==> src/peer_update_pkg.sv <==
/*
  Constants, register map and carrier types of the peer update scheduler.
  Assumes a single 50 MHz clock and a 12-bit AXI4-Lite byte address.
*/
package peer_update_pkg;

  localparam int NUM_CH = 8;
  localparam int CH_W = 16;
  localparam int IDX_W = 3;
  localparam int AXI_AW = 12;

  localparam logic [AXI_AW-1:0] OFS_CTRL = 12'h000;
  localparam logic [AXI_AW-1:0] OFS_STATUS = 12'h004;
  localparam logic [AXI_AW-1:0] OFS_PERIOD = 12'h008;
  localparam logic [AXI_AW-1:0] OFS_DEVIATION = 12'h00C;
  localparam logic [AXI_AW-1:0] OFS_CH_MASK = 12'h010;
  localparam logic [AXI_AW-1:0] OFS_DIGITAL = 12'h014;
  localparam logic [AXI_AW-1:0] OFS_SINGLE_DEST = 12'h018;
  localparam logic [AXI_AW-1:0] OFS_IRQ_STATUS = 12'h01C;
  localparam logic [AXI_AW-1:0] OFS_IRQ_MASK = 12'h020;
  localparam logic [AXI_AW-1:0] OFS_TBL_INDEX = 12'h024;
  localparam logic [AXI_AW-1:0] OFS_TBL_ADDR = 12'h028;
  localparam logic [AXI_AW-1:0] OFS_TBL_CHAN = 12'h02C;

  localparam int CTRL_EN_BIT = 0;
  localparam int CTRL_MODE_BIT = 1;
  localparam int CTRL_COS_BIT = 2;
  localparam int CTRL_GL_BIT = 3;
  localparam int TBL_EN_BIT = 8;

  localparam int IRQ_W = 3;
  localparam int IRQ_REFUSED = 0;
  localparam int IRQ_SENT = 1;
  localparam int IRQ_COS = 2;

  localparam logic [15:0] PERIOD_RESET = 16'h03E8;
  localparam logic [6:0] DEV_RESET = 7'h05;
  localparam logic [NUM_CH-1:0] MASK_RESET = 8'hFF;
  localparam logic [23:0] FULL_RANGE = 24'h00FFFF;
  localparam logic [23:0] PCT_SCALE = 24'h000064;

  localparam logic [1:0] RESP_OKAY = 2'h0;
  localparam logic [1:0] RESP_SLVERR = 2'h2;

  localparam int CLK_HZ = 50_000_000;
  localparam int PERIOD_UNIT_MS = 1;
  localparam int CYCLES_PER_UNIT = CLK_HZ / 1000 * PERIOD_UNIT_MS;

  typedef enum logic {SINGLE_TARGET_MODE, MULTIPLE_TARGET_MODE} mode_e;
  typedef enum logic [1:0] {ST_IDLE, ST_SCAN, ST_LOOKUP, ST_EMIT} sched_e;

  typedef struct packed {
    logic en;
    logic [31:0] addr;
    logic [7:0] chan;
  } target_s;

  typedef struct packed {
    logic [31:0] dest_addr;
    logic [7:0] dest_chan;
    logic [IDX_W-1:0] src_chan;
    logic [CH_W-1:0] value;
    logic [NUM_CH-1:0] changed;
    logic cos;
  } update_s;

endpackage : peer_update_pkg

==> src/peer_update_scheduler.sv <==
/*
  Peer update scheduler: AXI4-Lite registers, period timer, change detection
  and a per-channel update stream with valid/ready.
  Assumes chan_in comes from pins in another domain; upd_ready is on aclk.
*/
`timescale 1ns/1ps
`default_nettype none
module peer_update_scheduler #(
  parameter int CYCLES_PER_UNIT = peer_update_pkg::CYCLES_PER_UNIT
) (
  input wire logic aclk,
  input wire logic aresetn,
  input wire logic [11:0] s_axi_awaddr,
  input wire logic s_axi_awvalid,
  output logic s_axi_awready,
  input wire logic [31:0] s_axi_wdata,
  input wire logic [3:0] s_axi_wstrb,
  input wire logic s_axi_wvalid,
  output logic s_axi_wready,
  output logic [1:0] s_axi_bresp,
  output logic s_axi_bvalid,
  input wire logic s_axi_bready,
  input wire logic [11:0] s_axi_araddr,
  input wire logic s_axi_arvalid,
  output logic s_axi_arready,
  output logic [31:0] s_axi_rdata,
  output logic [1:0] s_axi_rresp,
  output logic s_axi_rvalid,
  input wire logic s_axi_rready,
  input wire logic [peer_update_pkg::NUM_CH-1:0][peer_update_pkg::CH_W-1:0] chan_in,
  output logic upd_valid,
  output peer_update_pkg::update_s upd,
  input wire logic upd_ready,
  output logic irq
);

  localparam int N = peer_update_pkg::NUM_CH;
  localparam int W = peer_update_pkg::CH_W;
  localparam logic [31:0] UNIT_LAST = 32'(CYCLES_PER_UNIT - 1);
  localparam logic [peer_update_pkg::IDX_W-1:0] LAST_CH = 3'(N - 1);

  typedef struct packed {
    logic awready;
    logic wready;
    logic aw_held;
    logic [11:0] awaddr;
    logic w_held;
    logic [31:0] wdata;
    logic [3:0] wstrb;
    logic bvalid;
    logic [1:0] bresp;
    logic arready;
    logic rvalid;
    logic [31:0] rdata;
    logic [1:0] rresp;
    logic en;
    peer_update_pkg::mode_e mode;
    logic cos_en;
    logic gl;
    logic [15:0] period;
    logic [6:0] dev;
    logic [N-1:0] mask;
    logic [N-1:0] digital;
    logic [31:0] sdest;
    logic [peer_update_pkg::IRQ_W-1:0] irq_st;
    logic [peer_update_pkg::IRQ_W-1:0] irq_mask;
    logic [peer_update_pkg::IDX_W-1:0] tbl_idx;
    logic [31:0] tbl_addr;
    logic [N-1:0][W-1:0] sync1;
    logic [N-1:0][W-1:0] sync2;
    logic [31:0] unit_cnt;
    logic [15:0] per_cnt;
    logic pend_per;
    peer_update_pkg::sched_e st;
    logic [peer_update_pkg::IDX_W-1:0] ch;
    logic [N-1:0][W-1:0] snap;
    logic [N-1:0][W-1:0] last;
    logic [N-1:0] chg;
    logic cosf;
    logic upd_valid;
    peer_update_pkg::update_s upd;
    logic irq;
  } state_s;

  state_s s_reg;
  state_s s_next;
  peer_update_pkg::target_s tbl_rd;
  peer_update_pkg::target_s tbl_wd;
  logic tbl_we;
  logic wr_do;
  logic unit_tick;
  logic per_tick;
  logic cos_live;
  logic [N-1:0] chg_live;
  logic [N-1:0] chg_seen;

  function automatic logic [31:0] merge(input logic [31:0] old, input logic [31:0] d,
                                        input logic [3:0] strb);
    logic [31:0] r;
    r = old;
    for (int b = 0; b < 4; b++) begin
      if (strb[b]) begin
        r[8*b +: 8] = d[8*b +: 8];
      end
    end
    return r;
  endfunction : merge

  function automatic logic [31:0] reg_word(input state_s s, input logic [11:0] a);
    logic [31:0] r;
    r = '0;
    unique case (a)
      peer_update_pkg::OFS_CTRL: begin
        r[peer_update_pkg::CTRL_EN_BIT] = s.en;
        r[peer_update_pkg::CTRL_MODE_BIT] = s.mode;
        r[peer_update_pkg::CTRL_COS_BIT] = s.cos_en;
        r[peer_update_pkg::CTRL_GL_BIT] = s.gl;
      end
      peer_update_pkg::OFS_STATUS: r = {24'h000000, s.chg};
      peer_update_pkg::OFS_PERIOD: r = {16'h0000, s.period};
      peer_update_pkg::OFS_DEVIATION: r = {25'h0, s.dev};
      peer_update_pkg::OFS_CH_MASK: r = {24'h000000, s.mask};
      peer_update_pkg::OFS_DIGITAL: r = {24'h000000, s.digital};
      peer_update_pkg::OFS_SINGLE_DEST: r = s.sdest;
      peer_update_pkg::OFS_IRQ_STATUS: r = {29'h0, s.irq_st};
      peer_update_pkg::OFS_IRQ_MASK: r = {29'h0, s.irq_mask};
      peer_update_pkg::OFS_TBL_INDEX: r = {29'h0, s.tbl_idx};
      peer_update_pkg::OFS_TBL_ADDR: r = s.tbl_addr;
      default: r = '0;
    endcase
    return r;
  endfunction : reg_word

  function automatic logic mapped(input logic [11:0] a);
    return (a[1:0] == 2'h0) && (a <= peer_update_pkg::OFS_TBL_CHAN);
  endfunction : mapped

  ////////////////////////////////////////////////////////////////////////////
  // Per-channel change detection against the last value sent
  generate
    for (genvar g = 0; g < N; g++) begin : g_chg
      logic [W-1:0] diff;
      logic [23:0] lhs;
      logic [23:0] rhs;
      assign diff = (s_reg.sync2[g] > s_reg.last[g]) ? s_reg.sync2[g] - s_reg.last[g]
                                                      : s_reg.last[g] - s_reg.sync2[g];
      assign lhs = 24'(diff) * peer_update_pkg::PCT_SCALE;
      assign rhs = 24'(s_reg.dev) * peer_update_pkg::FULL_RANGE;
      assign chg_live[g] = s_reg.digital[g] ? (s_reg.sync2[g][0] ^ s_reg.last[g][0])
                                            : (lhs > rhs);
    end
  endgenerate

  assign chg_seen = chg_live &
                    ((s_reg.mode == peer_update_pkg::SINGLE_TARGET_MODE) ? s_reg.mask : '1);
  assign cos_live = s_reg.en && s_reg.cos_en && |chg_seen;
  assign unit_tick = s_reg.en && (s_reg.unit_cnt == UNIT_LAST);
  assign per_tick = unit_tick && (s_reg.per_cnt + 16'h0001 >= s_reg.period);
  assign wr_do = s_reg.aw_held && s_reg.w_held && !s_reg.bvalid;
  assign tbl_we = wr_do && (s_reg.awaddr == peer_update_pkg::OFS_TBL_CHAN);
  assign tbl_wd = '{en: s_reg.wdata[peer_update_pkg::TBL_EN_BIT], addr: s_reg.tbl_addr,
                    chan: s_reg.wdata[7:0]};

  target_table u_table (
    .aclk(aclk),
    .aresetn(aresetn),
    .we(tbl_we),
    .waddr(s_reg.tbl_idx),
    .wdata(tbl_wd),
    .raddr(s_reg.ch),
    .rdata(tbl_rd)
  );

  ////////////////////////////////////////////////////////////////////////////
  // Next state
  always_comb begin
    logic [31:0] wv;
    logic [peer_update_pkg::IRQ_W-1:0] ev;
    logic rd_clr;
    logic next_ch;
    wv = '0;
    ev = '0;
    rd_clr = 1'b0;
    next_ch = 1'b0;
    s_next = s_reg;
    s_next.sync1 = chan_in;
    s_next.sync2 = s_reg.sync1;
    // Bus write channel
    if (s_axi_awvalid && s_reg.awready) begin
      s_next.aw_held = 1'b1;
      s_next.awaddr = s_axi_awaddr;
    end
    if (s_axi_wvalid && s_reg.wready) begin
      s_next.w_held = 1'b1;
      s_next.wdata = s_axi_wdata;
      s_next.wstrb = s_axi_wstrb;
    end
    if (s_reg.bvalid && s_axi_bready) begin
      s_next.bvalid = 1'b0;
    end
    if (wr_do) begin
      wv = merge(reg_word(s_reg, s_reg.awaddr), s_reg.wdata, s_reg.wstrb);
      s_next.aw_held = 1'b0;
      s_next.w_held = 1'b0;
      s_next.bvalid = 1'b1;
      s_next.bresp = mapped(s_reg.awaddr) ? peer_update_pkg::RESP_OKAY
                                          : peer_update_pkg::RESP_SLVERR;
      unique case (s_reg.awaddr)
        peer_update_pkg::OFS_CTRL: begin
          s_next.mode = peer_update_pkg::mode_e'(wv[peer_update_pkg::CTRL_MODE_BIT]);
          s_next.cos_en = wv[peer_update_pkg::CTRL_COS_BIT];
          s_next.en = wv[peer_update_pkg::CTRL_EN_BIT];
          s_next.gl = wv[peer_update_pkg::CTRL_GL_BIT];
          if (wv[peer_update_pkg::CTRL_EN_BIT] &&
              (wv[peer_update_pkg::CTRL_GL_BIT] || s_reg.gl)) begin
            ev[peer_update_pkg::IRQ_REFUSED] = 1'b1;
            s_next.en = !s_reg.gl;
            s_next.gl = s_reg.gl;
          end
        end
        peer_update_pkg::OFS_PERIOD: s_next.period = wv[15:0];
        peer_update_pkg::OFS_DEVIATION: s_next.dev = wv[6:0];
        peer_update_pkg::OFS_CH_MASK: s_next.mask = wv[N-1:0];
        peer_update_pkg::OFS_DIGITAL: s_next.digital = wv[N-1:0];
        peer_update_pkg::OFS_SINGLE_DEST: s_next.sdest = wv;
        peer_update_pkg::OFS_IRQ_MASK: s_next.irq_mask = wv[peer_update_pkg::IRQ_W-1:0];
        peer_update_pkg::OFS_TBL_INDEX: s_next.tbl_idx = wv[peer_update_pkg::IDX_W-1:0];
        peer_update_pkg::OFS_TBL_ADDR: s_next.tbl_addr = wv;
        default: begin
        end
      endcase
    end
    // Bus read channel
    if (s_reg.rvalid && s_axi_rready) begin
      s_next.rvalid = 1'b0;
    end
    if (s_axi_arvalid && s_reg.arready) begin
      s_next.rvalid = 1'b1;
      s_next.rdata = reg_word(s_reg, s_axi_araddr);
      s_next.rresp = mapped(s_axi_araddr) ? peer_update_pkg::RESP_OKAY
                                          : peer_update_pkg::RESP_SLVERR;
      rd_clr = (s_axi_araddr == peer_update_pkg::OFS_IRQ_STATUS);
    end
    // Period timer, never touched by change-triggered frames
    if (!s_reg.en) begin
      s_next.unit_cnt = '0;
      s_next.per_cnt = '0;
    end else if (unit_tick) begin
      s_next.unit_cnt = '0;
      s_next.per_cnt = per_tick ? 16'h0000 : s_reg.per_cnt + 16'h0001;
    end else begin
      s_next.unit_cnt = s_reg.unit_cnt + 32'h00000001;
    end
    if (per_tick) begin
      s_next.pend_per = 1'b1;
    end
    // Update scheduler
    unique case (s_reg.st)
      peer_update_pkg::ST_IDLE: begin
        if (s_reg.en && (s_reg.pend_per || per_tick || cos_live)) begin
          s_next.st = peer_update_pkg::ST_SCAN;
          s_next.pend_per = 1'b0;
          s_next.ch = '0;
          s_next.snap = s_reg.sync2;
          s_next.chg = chg_seen;
          s_next.cosf = cos_live;
          ev[peer_update_pkg::IRQ_COS] = cos_live;
        end
      end
      peer_update_pkg::ST_SCAN: begin
        if (!s_reg.en) begin
          s_next.st = peer_update_pkg::ST_IDLE;
        end else if (s_reg.mode == peer_update_pkg::MULTIPLE_TARGET_MODE) begin
          s_next.st = peer_update_pkg::ST_LOOKUP;
        end else if (s_reg.mask[s_reg.ch]) begin
          s_next.st = peer_update_pkg::ST_EMIT;
          s_next.upd_valid = 1'b1;
          s_next.upd = '{dest_addr: s_reg.sdest, dest_chan: 8'(s_reg.ch),
                         src_chan: s_reg.ch, value: s_reg.snap[s_reg.ch],
                         changed: s_reg.chg, cos: s_reg.cosf};
        end else begin
          next_ch = 1'b1;
        end
      end
      peer_update_pkg::ST_LOOKUP: begin
        if (!s_reg.en) begin
          s_next.st = peer_update_pkg::ST_IDLE;
        end else if (tbl_rd.en) begin
          s_next.st = peer_update_pkg::ST_EMIT;
          s_next.upd_valid = 1'b1;
          s_next.upd = '{dest_addr: tbl_rd.addr, dest_chan: tbl_rd.chan,
                         src_chan: s_reg.ch, value: s_reg.snap[s_reg.ch],
                         changed: s_reg.chg, cos: s_reg.cosf};
        end else begin
          next_ch = 1'b1;
        end
      end
      peer_update_pkg::ST_EMIT: begin
        if (upd_ready) begin
          s_next.upd_valid = 1'b0;
          s_next.last[s_reg.ch] = s_reg.snap[s_reg.ch];
          next_ch = 1'b1;
        end
      end
    endcase
    if (next_ch) begin
      if (s_reg.ch == LAST_CH) begin
        s_next.st = peer_update_pkg::ST_IDLE;
        ev[peer_update_pkg::IRQ_SENT] = 1'b1;
      end else begin
        s_next.st = peer_update_pkg::ST_SCAN;
        s_next.ch = s_reg.ch + 3'h1;
      end
    end
    // Sticky events, set wins over read clear
    s_next.irq_st = (rd_clr ? '0 : s_reg.irq_st) | ev;
    s_next.irq = |(s_next.irq_st & s_next.irq_mask);
    s_next.awready = !s_next.aw_held && !s_next.bvalid;
    s_next.wready = !s_next.w_held && !s_next.bvalid;
    s_next.arready = !s_next.rvalid;
    if (!aresetn) begin
      s_next = '0;
      s_next.period = peer_update_pkg::PERIOD_RESET;
      s_next.dev = peer_update_pkg::DEV_RESET;
      s_next.mask = peer_update_pkg::MASK_RESET;
      s_next.awready = 1'b1;
      s_next.wready = 1'b1;
      s_next.arready = 1'b1;
    end
  end

  always_ff @(posedge aclk) begin
    s_reg <= s_next;
  end

  assign s_axi_awready = s_reg.awready;
  assign s_axi_wready = s_reg.wready;
  assign s_axi_bvalid = s_reg.bvalid;
  assign s_axi_bresp = s_reg.bresp;
  assign s_axi_arready = s_reg.arready;
  assign s_axi_rvalid = s_reg.rvalid;
  assign s_axi_rdata = s_reg.rdata;
  assign s_axi_rresp = s_reg.rresp;
  assign upd_valid = s_reg.upd_valid;
  assign upd = s_reg.upd;
  assign irq = s_reg.irq;
endmodule : peer_update_scheduler
`default_nettype wire

==> src/target_table.sv <==
/*
  Per-channel destination table for multiple target mode.
  Assumes one write port and one read port on the same clock; read data is registered.
*/
`timescale 1ns/1ps
`default_nettype none
module target_table (
  input wire logic aclk,
  input wire logic aresetn,
  input wire logic we,
  input wire logic [peer_update_pkg::IDX_W-1:0] waddr,
  input wire peer_update_pkg::target_s wdata,
  input wire logic [peer_update_pkg::IDX_W-1:0] raddr,
  output peer_update_pkg::target_s rdata
);

  typedef struct packed {
    peer_update_pkg::target_s [peer_update_pkg::NUM_CH-1:0] mem;
    peer_update_pkg::target_s rd;
  } tbl_s;

  tbl_s s_reg;
  tbl_s s_next;

  always_comb begin
    s_next = s_reg;
    if (we) begin
      s_next.mem[waddr] = wdata;
    end
    s_next.rd = s_reg.mem[raddr];
    if (!aresetn) begin
      s_next = '0;
    end
  end

  always_ff @(posedge aclk) begin
    s_reg <= s_next;
  end

  assign rdata = s_reg.rd;

endmodule : target_table
`default_nettype wire

==> config.mk <==
export PLATFORM = sky130hd
export DESIGN_NAME = peer_update_scheduler
export DESIGN_NICKNAME = d
export VERILOG_FILES = /design/src/peer_update_pkg.sv /design/src/peer_update_scheduler.sv /design/src/target_table.sv
export SDC_FILE = /design/constraint.sdc
export NUM_CORES = 2
export LEC_CHECK = 0
export BUFFER_PORTS_ARGS = -buffer_cell sky130_fd_sc_hd__buf_2
export CORE_MARGIN = 1
export CORE_UTILIZATION = 41
export DETAILED_ROUTE_END_ITERATION = 10
export PLACE_DENSITY = 0.63
export SLEW_MARGIN = 20
export SYNTH_ARGS = -nofsm -noshare
export SYNTH_HDL_FRONTEND = slang
export SYNTH_SLANG_ARGS = --single-unit
==> constraint.sdc <==
create_clock -name aclk -period 8.5 [get_ports aclk]
set_clock_uncertainty 0.1 [all_clocks]
set_input_delay 0.425 -clock aclk [delete_from_list [all_inputs] [get_ports aclk]]
set_output_delay 0.425 -clock aclk [all_outputs]
set_load 0.1 [all_outputs]
==> Word-level counts from Yosys, hierarchy flattened <==
Index checks and enable logic that the tools add are counted.
{ "op_classes": {"addsub": 19, "mul": 9, "order_cmp": 23, "n_eq_ne": 35, "muxes": 91, "bitwise_logic": 14, "n_reduce_logical": 55} }
{ "ops": {"columns": ["operator", "n"], "rows": [
  ["28-bit one-hot mux with 7 select lines", 2],
  ["69-bit two-way mux", 5],
  ["328-bit bitwise mux", 1],
  ["16-bit subtractor", 16],
  ["23-bit greater-than comparator", 8],
  ["16-bit two-way mux", 11],
  ["16-bit by 5-bit multiplier with 21-bit output (second input constant)", 8],
  ["68-bit one-hot mux with 2 select lines", 1],
  ["134-bit two-way mux", 1],
  ["131-bit two-way mux", 1],
  ["128-bit bitwise mux", 1],
  ["16-bit greater-than comparator", 8],
  ["41-bit binary-select mux with 3-bit select", 1],
  ["41-bit demux with 3-bit select", 1],
  ["12-bit by 5-bit == test with 1-bit output (second input constant)", 8],
  ["4-bit one-hot mux with 11 select lines", 2],
  ["12-bit by 6-bit == test with 1-bit output (second input constant)", 7],
  ["41-bit two-way mux", 2],
  ["16-bit binary-select mux with 3-bit select", 1],
  ["16-bit demux with 3-bit select", 1],
  ["12-bit by 4-bit == test with 1-bit output (second input constant)", 4],
  ["8-bit two-way mux", 6],
  ["38-bit two-way mux", 1],
  ["37-bit two-way mux", 1],
  ["other kinds (48)", 148]
]} }
{ "word_totals": {"register_bits": 1221, "inputBits": 196, "output_inout_bits": 111, "wordCells": 346} }

==> Depth between registers and ports, before layout <==
{ "depth": {"ltp_word": 15, "mapped_depth": 47, "mapped_depth_nobuf": 42} }

==> By module <==
A second synthesis with hierarchy kept.
{ "hier_totals": {"hier_cells": 9368, "hier_area_um2": 79213.5} }
{ "by_module_without_submodules": {"columns": ["module", "n_inst", "cells_per_inst", "area_each_um2", "seq_area_each_um2"], "rows": [
  ["peer_update_scheduler", 1, 7517, 62563.8, 17016.3],
  ["target_table", 1, 1851, 16649.7, 7387.1]
]} }

==> Worst setup path after synthesis <==
OpenSTA, ideal clock, no wires.
{ "synth_timing": {"path_kind": "reg-to-reg", "start": "register s_reg[80] in the netlist's numbering", "end": "register s_reg[207] in the netlist's numbering", "setup_ps": 128, "arrival_ps": 9012, "t_required_ps": 8272, "path_slack_ps": -739, "stages_incl_launch_ff": 45, "n_path_buf": 5, "synth_period_minus_slack_ps": 9239, "path_cell_list": "dfxtp_1 inv_1 fa_1 a21o_1 a21oi_1 nor2b_1 o21a_1 o41a_1 a221oi_1 a21o_1 buf_2 buf_2 mux2i_1 xnor2_1 ha_1 ha_1 inv_1 fa_1 [... 9 more ...] o41ai_1 o2111ai_1 a21oi_1 xnor2_1 ha_1 nand4_1 nor3_1 and4_1 a221o_1 a31oi_1 nor4b_2 a21oi_1 a31oi_1 buf_2 buf_2 buf_4 mux2i_1 nor2_1"} }
{ "synth_between": {"elab_chain_cells": 11, "word_cells_on_any_way": 13, "classes_between": "2 x add/sub; 1 x mul; 2 x order compare; 2 x mux; 1 x bitwise; 5 x reduce/logical"} }
{ "synth_rtl": {"columns": ["item", "line_no", "source"], "rows": [
  ["start: declaration", "peer_update_scheduler.sv:85", "state_s s_reg;"],
  ["start signal: assignment", "peer_update_scheduler.sv:333", "s_reg <= s_next;"],
  ["16-bit subtractor (tied with other cells)", "peer_update_scheduler.sv:146", ": s_reg.last[g] - s_reg.sync2[g];"],
  ["16-bit two-way mux *", "peer_update_scheduler.sv:145", "assign diff = (s_reg.sync2[g] > s_reg.last[g]) ? s_reg.sync2[g] - s_reg.last[g]"],
  ["16-bit by 5-bit multiplier with 21-bit output *", "peer_update_scheduler.sv:147", "assign lhs = 24'(diff) * peer_update_pkg::PCT_SCALE;"],
  ["23-bit greater-than comparator *", "peer_update_scheduler.sv:150", ": (lhs > rhs);"],
  ["1-bit two-way mux *", "peer_update_scheduler.sv:149", "assign chg_live[g] = s_reg.digital[g] ? (s_reg.sync2[g][0] ^ s_reg.last[g][0])"],
  ["8-bit AND *", "peer_update_scheduler.sv:154", "assign chg_seen = chg_live &"],
  ["8-bit OR reduction *", "peer_update_scheduler.sv:156", "assign cos_live = s_reg.en && s_reg.cos_en && |chg_seen;"],
  ["1-bit logical AND *", "peer_update_scheduler.sv:156", null],
  ["1-bit logical OR *", "peer_update_scheduler.sv:260", "if (s_reg.en && (s_reg.pend_per || per_tick || cos_live)) begin"],
  ["1-bit logical AND *", "peer_update_scheduler.sv:260", null],
  ["2-bit AND reduction (no line) *", null, null]
]} }
Every way passes the cells marked *; elsewhere a longest branch is shown, timed or not.
A chain may end at the register's enable or synchronous reset.

==> Final worst setup path <==
{ "layout_timing": {"start": "register s_reg[485] in the netlist's numbering", "end": "register s_reg[246] in the netlist's numbering"} }
{ "layout_between": {"elab_chain_cells": 11, "word_cells_on_any_way": 14, "classes_between": "2 x add/sub; 1 x mul; 2 x order compare; 2 x mux; 2 x bitwise; 5 x reduce/logical"} }
{ "layout_rtl": {"columns": ["item", "line_no"], "rows": [
  ["16-bit subtractor (tied with other cells)", "peer_update_scheduler.sv:146"],
  ["16-bit two-way mux", "peer_update_scheduler.sv:145"],
  ["16-bit by 5-bit multiplier with 21-bit output", "peer_update_scheduler.sv:147"],
  ["23-bit greater-than comparator", "peer_update_scheduler.sv:150"],
  ["1-bit two-way mux *", "peer_update_scheduler.sv:149"],
  ["8-bit AND *", "peer_update_scheduler.sv:154"],
  ["8-bit OR reduction *", "peer_update_scheduler.sv:156"],
  ["1-bit logical AND *", "peer_update_scheduler.sv:156"],
  ["1-bit logical OR *", "peer_update_scheduler.sv:260"],
  ["1-bit logical AND *", "peer_update_scheduler.sv:260"],
  ["2-bit AND reduction (no line) *", null]
]} }
Marked as above.

==> summary.md <==
| Metric | Value |
|---|---|
| Status | finished with violations |
| Violations in the final reports | setup timing |
| Number of maximum-capacitance violations | 0 |
| Final worst slack | -557.6 ps |
| Ys async rst share | 0% |
| Starting Density | 41.43% |
| Setup violations, final | 142 |
| Total GRT Usage | 28.38% |
| Number of warnings issued by yosys | 0 |
| Most frequent CP cell | sky130_fd_sc_hd__ha_1 |
| Setup slack after placement | -778.1 ps |
| Buffers on Ports | 304 |
| Height of the chip | 430.0 um |
| Fraction of synthesized cell area taken by the top area cell type | 32.49% |
| Leakage power | 40.97 nW |
| Net Switching | 10.68 mW |
| GPL Wtd Cong | 0.9755 |
| Share of the yosys chip area belonging to registers | 32.49% |
| Number of nets in the layout | 11180 |
| Final number of max-transition violations | 0 |
| Largest stage delay on the critical path | 500 ps |
| Comb pwr share | 56.9% |
| Die Wd | 430.0 um |
| Sequential fraction of design power | 20.9% |
| Total Neg Setup Slack | -67800 ps |
| Synth Register Bits | 1219 |
| Critical-path top delay cell | sky130_fd_sc_hd__fa_1 |
| CTS max path bufs | 3 |
| Global-route wire length before repair | 404800 um |
| Cell types with the largest area share after synthesis | sky130_fd_sc_hd__dfxtp_1, sky130_fd_sc_hd__ha_1, sky130_fd_sc_hd__a21oi_1, sky130_fd_sc_hd__nand2_1, sky130_fd_sc_hd__nor2_1 |
| Crit path launch | s_reg[485] |
| Count of cell types in the netlist | 87 |
| Area growth from synthesis to final layout | 23.76% |
| Number of optimization iterations in the first detailed-route pass | 10 |
| Detail-routed net length per standard cell | 21.80 um |
| Number of synthesized flops with an enable pin | 0 |
| Flip-flop count of the largest register, all copies and words added | 741 |
| CTS tree | done |
| Iter 0 DRT Violations | 5921 |
| Fillers | 16720 |
| Core region area | 181300 sq um |
| Number of instances on the worst hold path | 4 |
| Number of nets with antenna violations after routing | 0 |
| H-tree levels | 4 |
| Kind of capture point of the worst setup path | flop |
| Max frequency | 110.4 MHz |
| Core Util, Final | 51.27% |
| Reg-to-reg critical path endpoint | s_reg[246] |
| Number of vias after detailed routing | 69050 |
| Arrival time of the worst setup path | 9610 ps |
| Type of the tightest min-delay check | in -> reg |
| Number of antenna violations at the first check in global routing | 12 |
| Total I/O pin count | 307 |
| Clock network fraction of total power | 22.2% |
| Rel. slew slack | 15.92% |
| Req. time, crit path | 9050 ps |
| Finished layout cell area | 92970 sq um |
| Number of hold-slack violations in the final timing report | 0 |
| Worst r2r src | s_reg[485] |
| Startpoint of the tightest hold check path | s_axi_awvalid |
| Average size of a mapped cell | 8.371 sq um |
| Net switching share of the total power | 38.03% |
| Final non-filler cell total | 12450 |
| Sort of element at the start of the critical path | flop |
| Cell-internal power | 17.40 mW |
| Worst hold-check slack | 91.88 ps |
| Half-perimeter wire length after detailed placement | 193100 um |
| Flop-to-flop setup slack | -560 ps |
| Most area-hungry cell type in the Yosys netlist | sky130_fd_sc_hd__dfxtp_1 |
| Largest net degree at the start of global routing | 204 |
| Peak fanout along the critical path | 8 |
| Clock latency on the worst-skew pair | 820 ps |
| Main synth FF type | sky130_fd_sc_hd__dfxtp_1 |
| Buffer cell driving the clock tree root | sky130_fd_sc_hd__clkbuf_16 |
| Clock-pin slew of the registers on the worst-case setup and hold paths | 60 ps |
| Dpl cell area | 84160 sq um |
| Final routed DRC violation total | 0 |
| Global-route congestion overflow total | 0 |
| Power per Cell Area | 302.0 nW/um^2 |
| Syn Std Cell Area | 75120 sq um |
| Via/cell ratio | 5.546 |
| Count of clock tree sinks | 1219 |
| Type of the worst setup path | reg -> reg |
| Worst reg2reg path depth | 46 |
| Power after layout | 28.08 mW |
| Number of buffers created by CTS | 137 |
| Share of the clock period used by the worst path | 106.6% |
| Maximum resistive drop on vdd | 0.2587 mV |
| Number of cells produced by synthesis | 8974 |
| Setup repair after global routing missed its margin | yes |
| Via count of the first global-routing pass | 66940 |
| WHS Endpoint | s_reg[843] |
| Wire length after detailed routing | 271400 um |
| Placed insts | 11930 |
| Share of final-layout standard cells stronger than drive strength 1 | 18.70% |
| Row count | 156 |
| Final worst path period need | 9058 ps |
| Full die area | 184900 sq um |
| Worst-Margin Slew | 1261 ps |
-- how the worst max path moves through the flow --
stage | slack, ps | end | depth (start not counted)
after floorplan | 8 | s_reg[207] | 41
after global placement | -720 | s_reg[270] | 41
after detailed placement | -780 | s_reg[257] | 40
after CTS | -460 | s_reg[300] | 45
after global routing | -1010 | s_reg[246] | 46
final | -560 | s_reg[246] | 46
-- worst max-delay path: cells and delay by family (launching register included) --
kind	cells	cell delay, ps
adder cells (fa/ha/maj)	7	2200
AND/OR/NAND/NOR	7	870
buffers and inverters	11	1170
AO/OA/AOI/OAI	18	3580
XOR/XNOR	1	150
flip-flops	1	330
multiplexers	2	470
-- power groups by stage --
stage	registers (mW)	clock network [mW]	logic, mW
3_5_place_dp	5.99	0	14.5
5_1_grt	5.87	6.56	17.8
3_3_place_gp	5.99	0	14.1
2_1_floorplan	5.96	0	9.53
6_report	5.86	6.24	16.0
4_1_cts	5.86	6.34	15.0
-- repair_timing --
action / CTS / global route
pin swaps: 29 / 118
buffers inserted: 28 / 58
hold endpoints to repair: 195 / 0
cloned: 8 / 4
setup endpoints to repair: 144 / 144
hold buffers: 183 / 0
gates resized for setup: 94 / 208
-- layout make-up --
cell class | instances | area, sq um | area share (%)
Antenna cell | 7 | 17.52 | 0.01884
Inverter | 755 | 2841 | 3.056
Clock buffer | 184 | 3909 | 4.204
Multi-Input combinational cell | 6366 | 46630 | 50.16
Tap cell | 2370 | 2965 | 3.190
Sequential cell | 1219 | 24420 | 26.26
Timing Repair Buffer | 1488 | 11390 | 12.25
Clock inverter | 61 | 804.5 | 0.8654
-- cells in the mapped netlist (all sizes together) (33+ instances only) --
cell type	count
a21oi	825
o21ai	132
and3	38
a41oi	39
inv	755
ha	895
mux2	33
o21bai	47
buf	177
xnor2	205
nand4	77
fa	126
dfxtp	1219
a211oi	223
clkbuf	458
a31oi	41
a22oi	291
nand3	114
nor2	782
nand2	1052
nor2b	47
mux2i	261
o21a	48
and2	275
a21o	184
xor2	132
nor3	86
-- metal layers --
layer  global-route usage, %  routed length, um  vias to the layer above
li1                        -                  -                    32650
met1                   34.58             108400                    33160
met2                   47.77             127800                     2540
met3                   3.859              17760                      692
met4                   16.48              17410                        4
met5                       0                 25                        -
-- logic make-up (layout without fill, tap and decap cells) --
group                      after synthesis  count (layout)  synth area share (%)
buffers and inverters                 1390            2488                 7.620
muxes                                  294             294                 3.972
and+or+nand+nor                       2635            2635                 15.69
DFF                                   1219            1219                 32.49
other                                    1               9              0.004992
adders and majority gates             1021            1021                 18.26
xor gates and xnor gates               337             337                 3.929
AOI/OAI and AO/OA                     2077            2077                 18.03
-- cell usage in the layout, fill, tap and decap left out, drive strengths merged, types with 21 or more instances in the layout --
master	n
fa	126
and2	275
a221oi	25
nand2	1052
and3	38
a41oi	39
nand2b	26
or2	27
nand3	114
and4	24
inv	764
a31oi	41
nand4	77
o21a	48
ha	895
clkbuf	187
mux2i	261
buf	1302
nor4	27
nor2	782
a22oi	291
nor3	86
a21oi	825
xor2	132
mux2	33
a211oi	223
o21bai	47
clkinv	33
nor2b	47
dfxtp	1219
a222oi	28
or3	21
dlygate4sd3	183
a21o	184
o211ai	32
xnor2	205
o21ai	132
No activity file was read; power rests on OpenSTA's default activity.
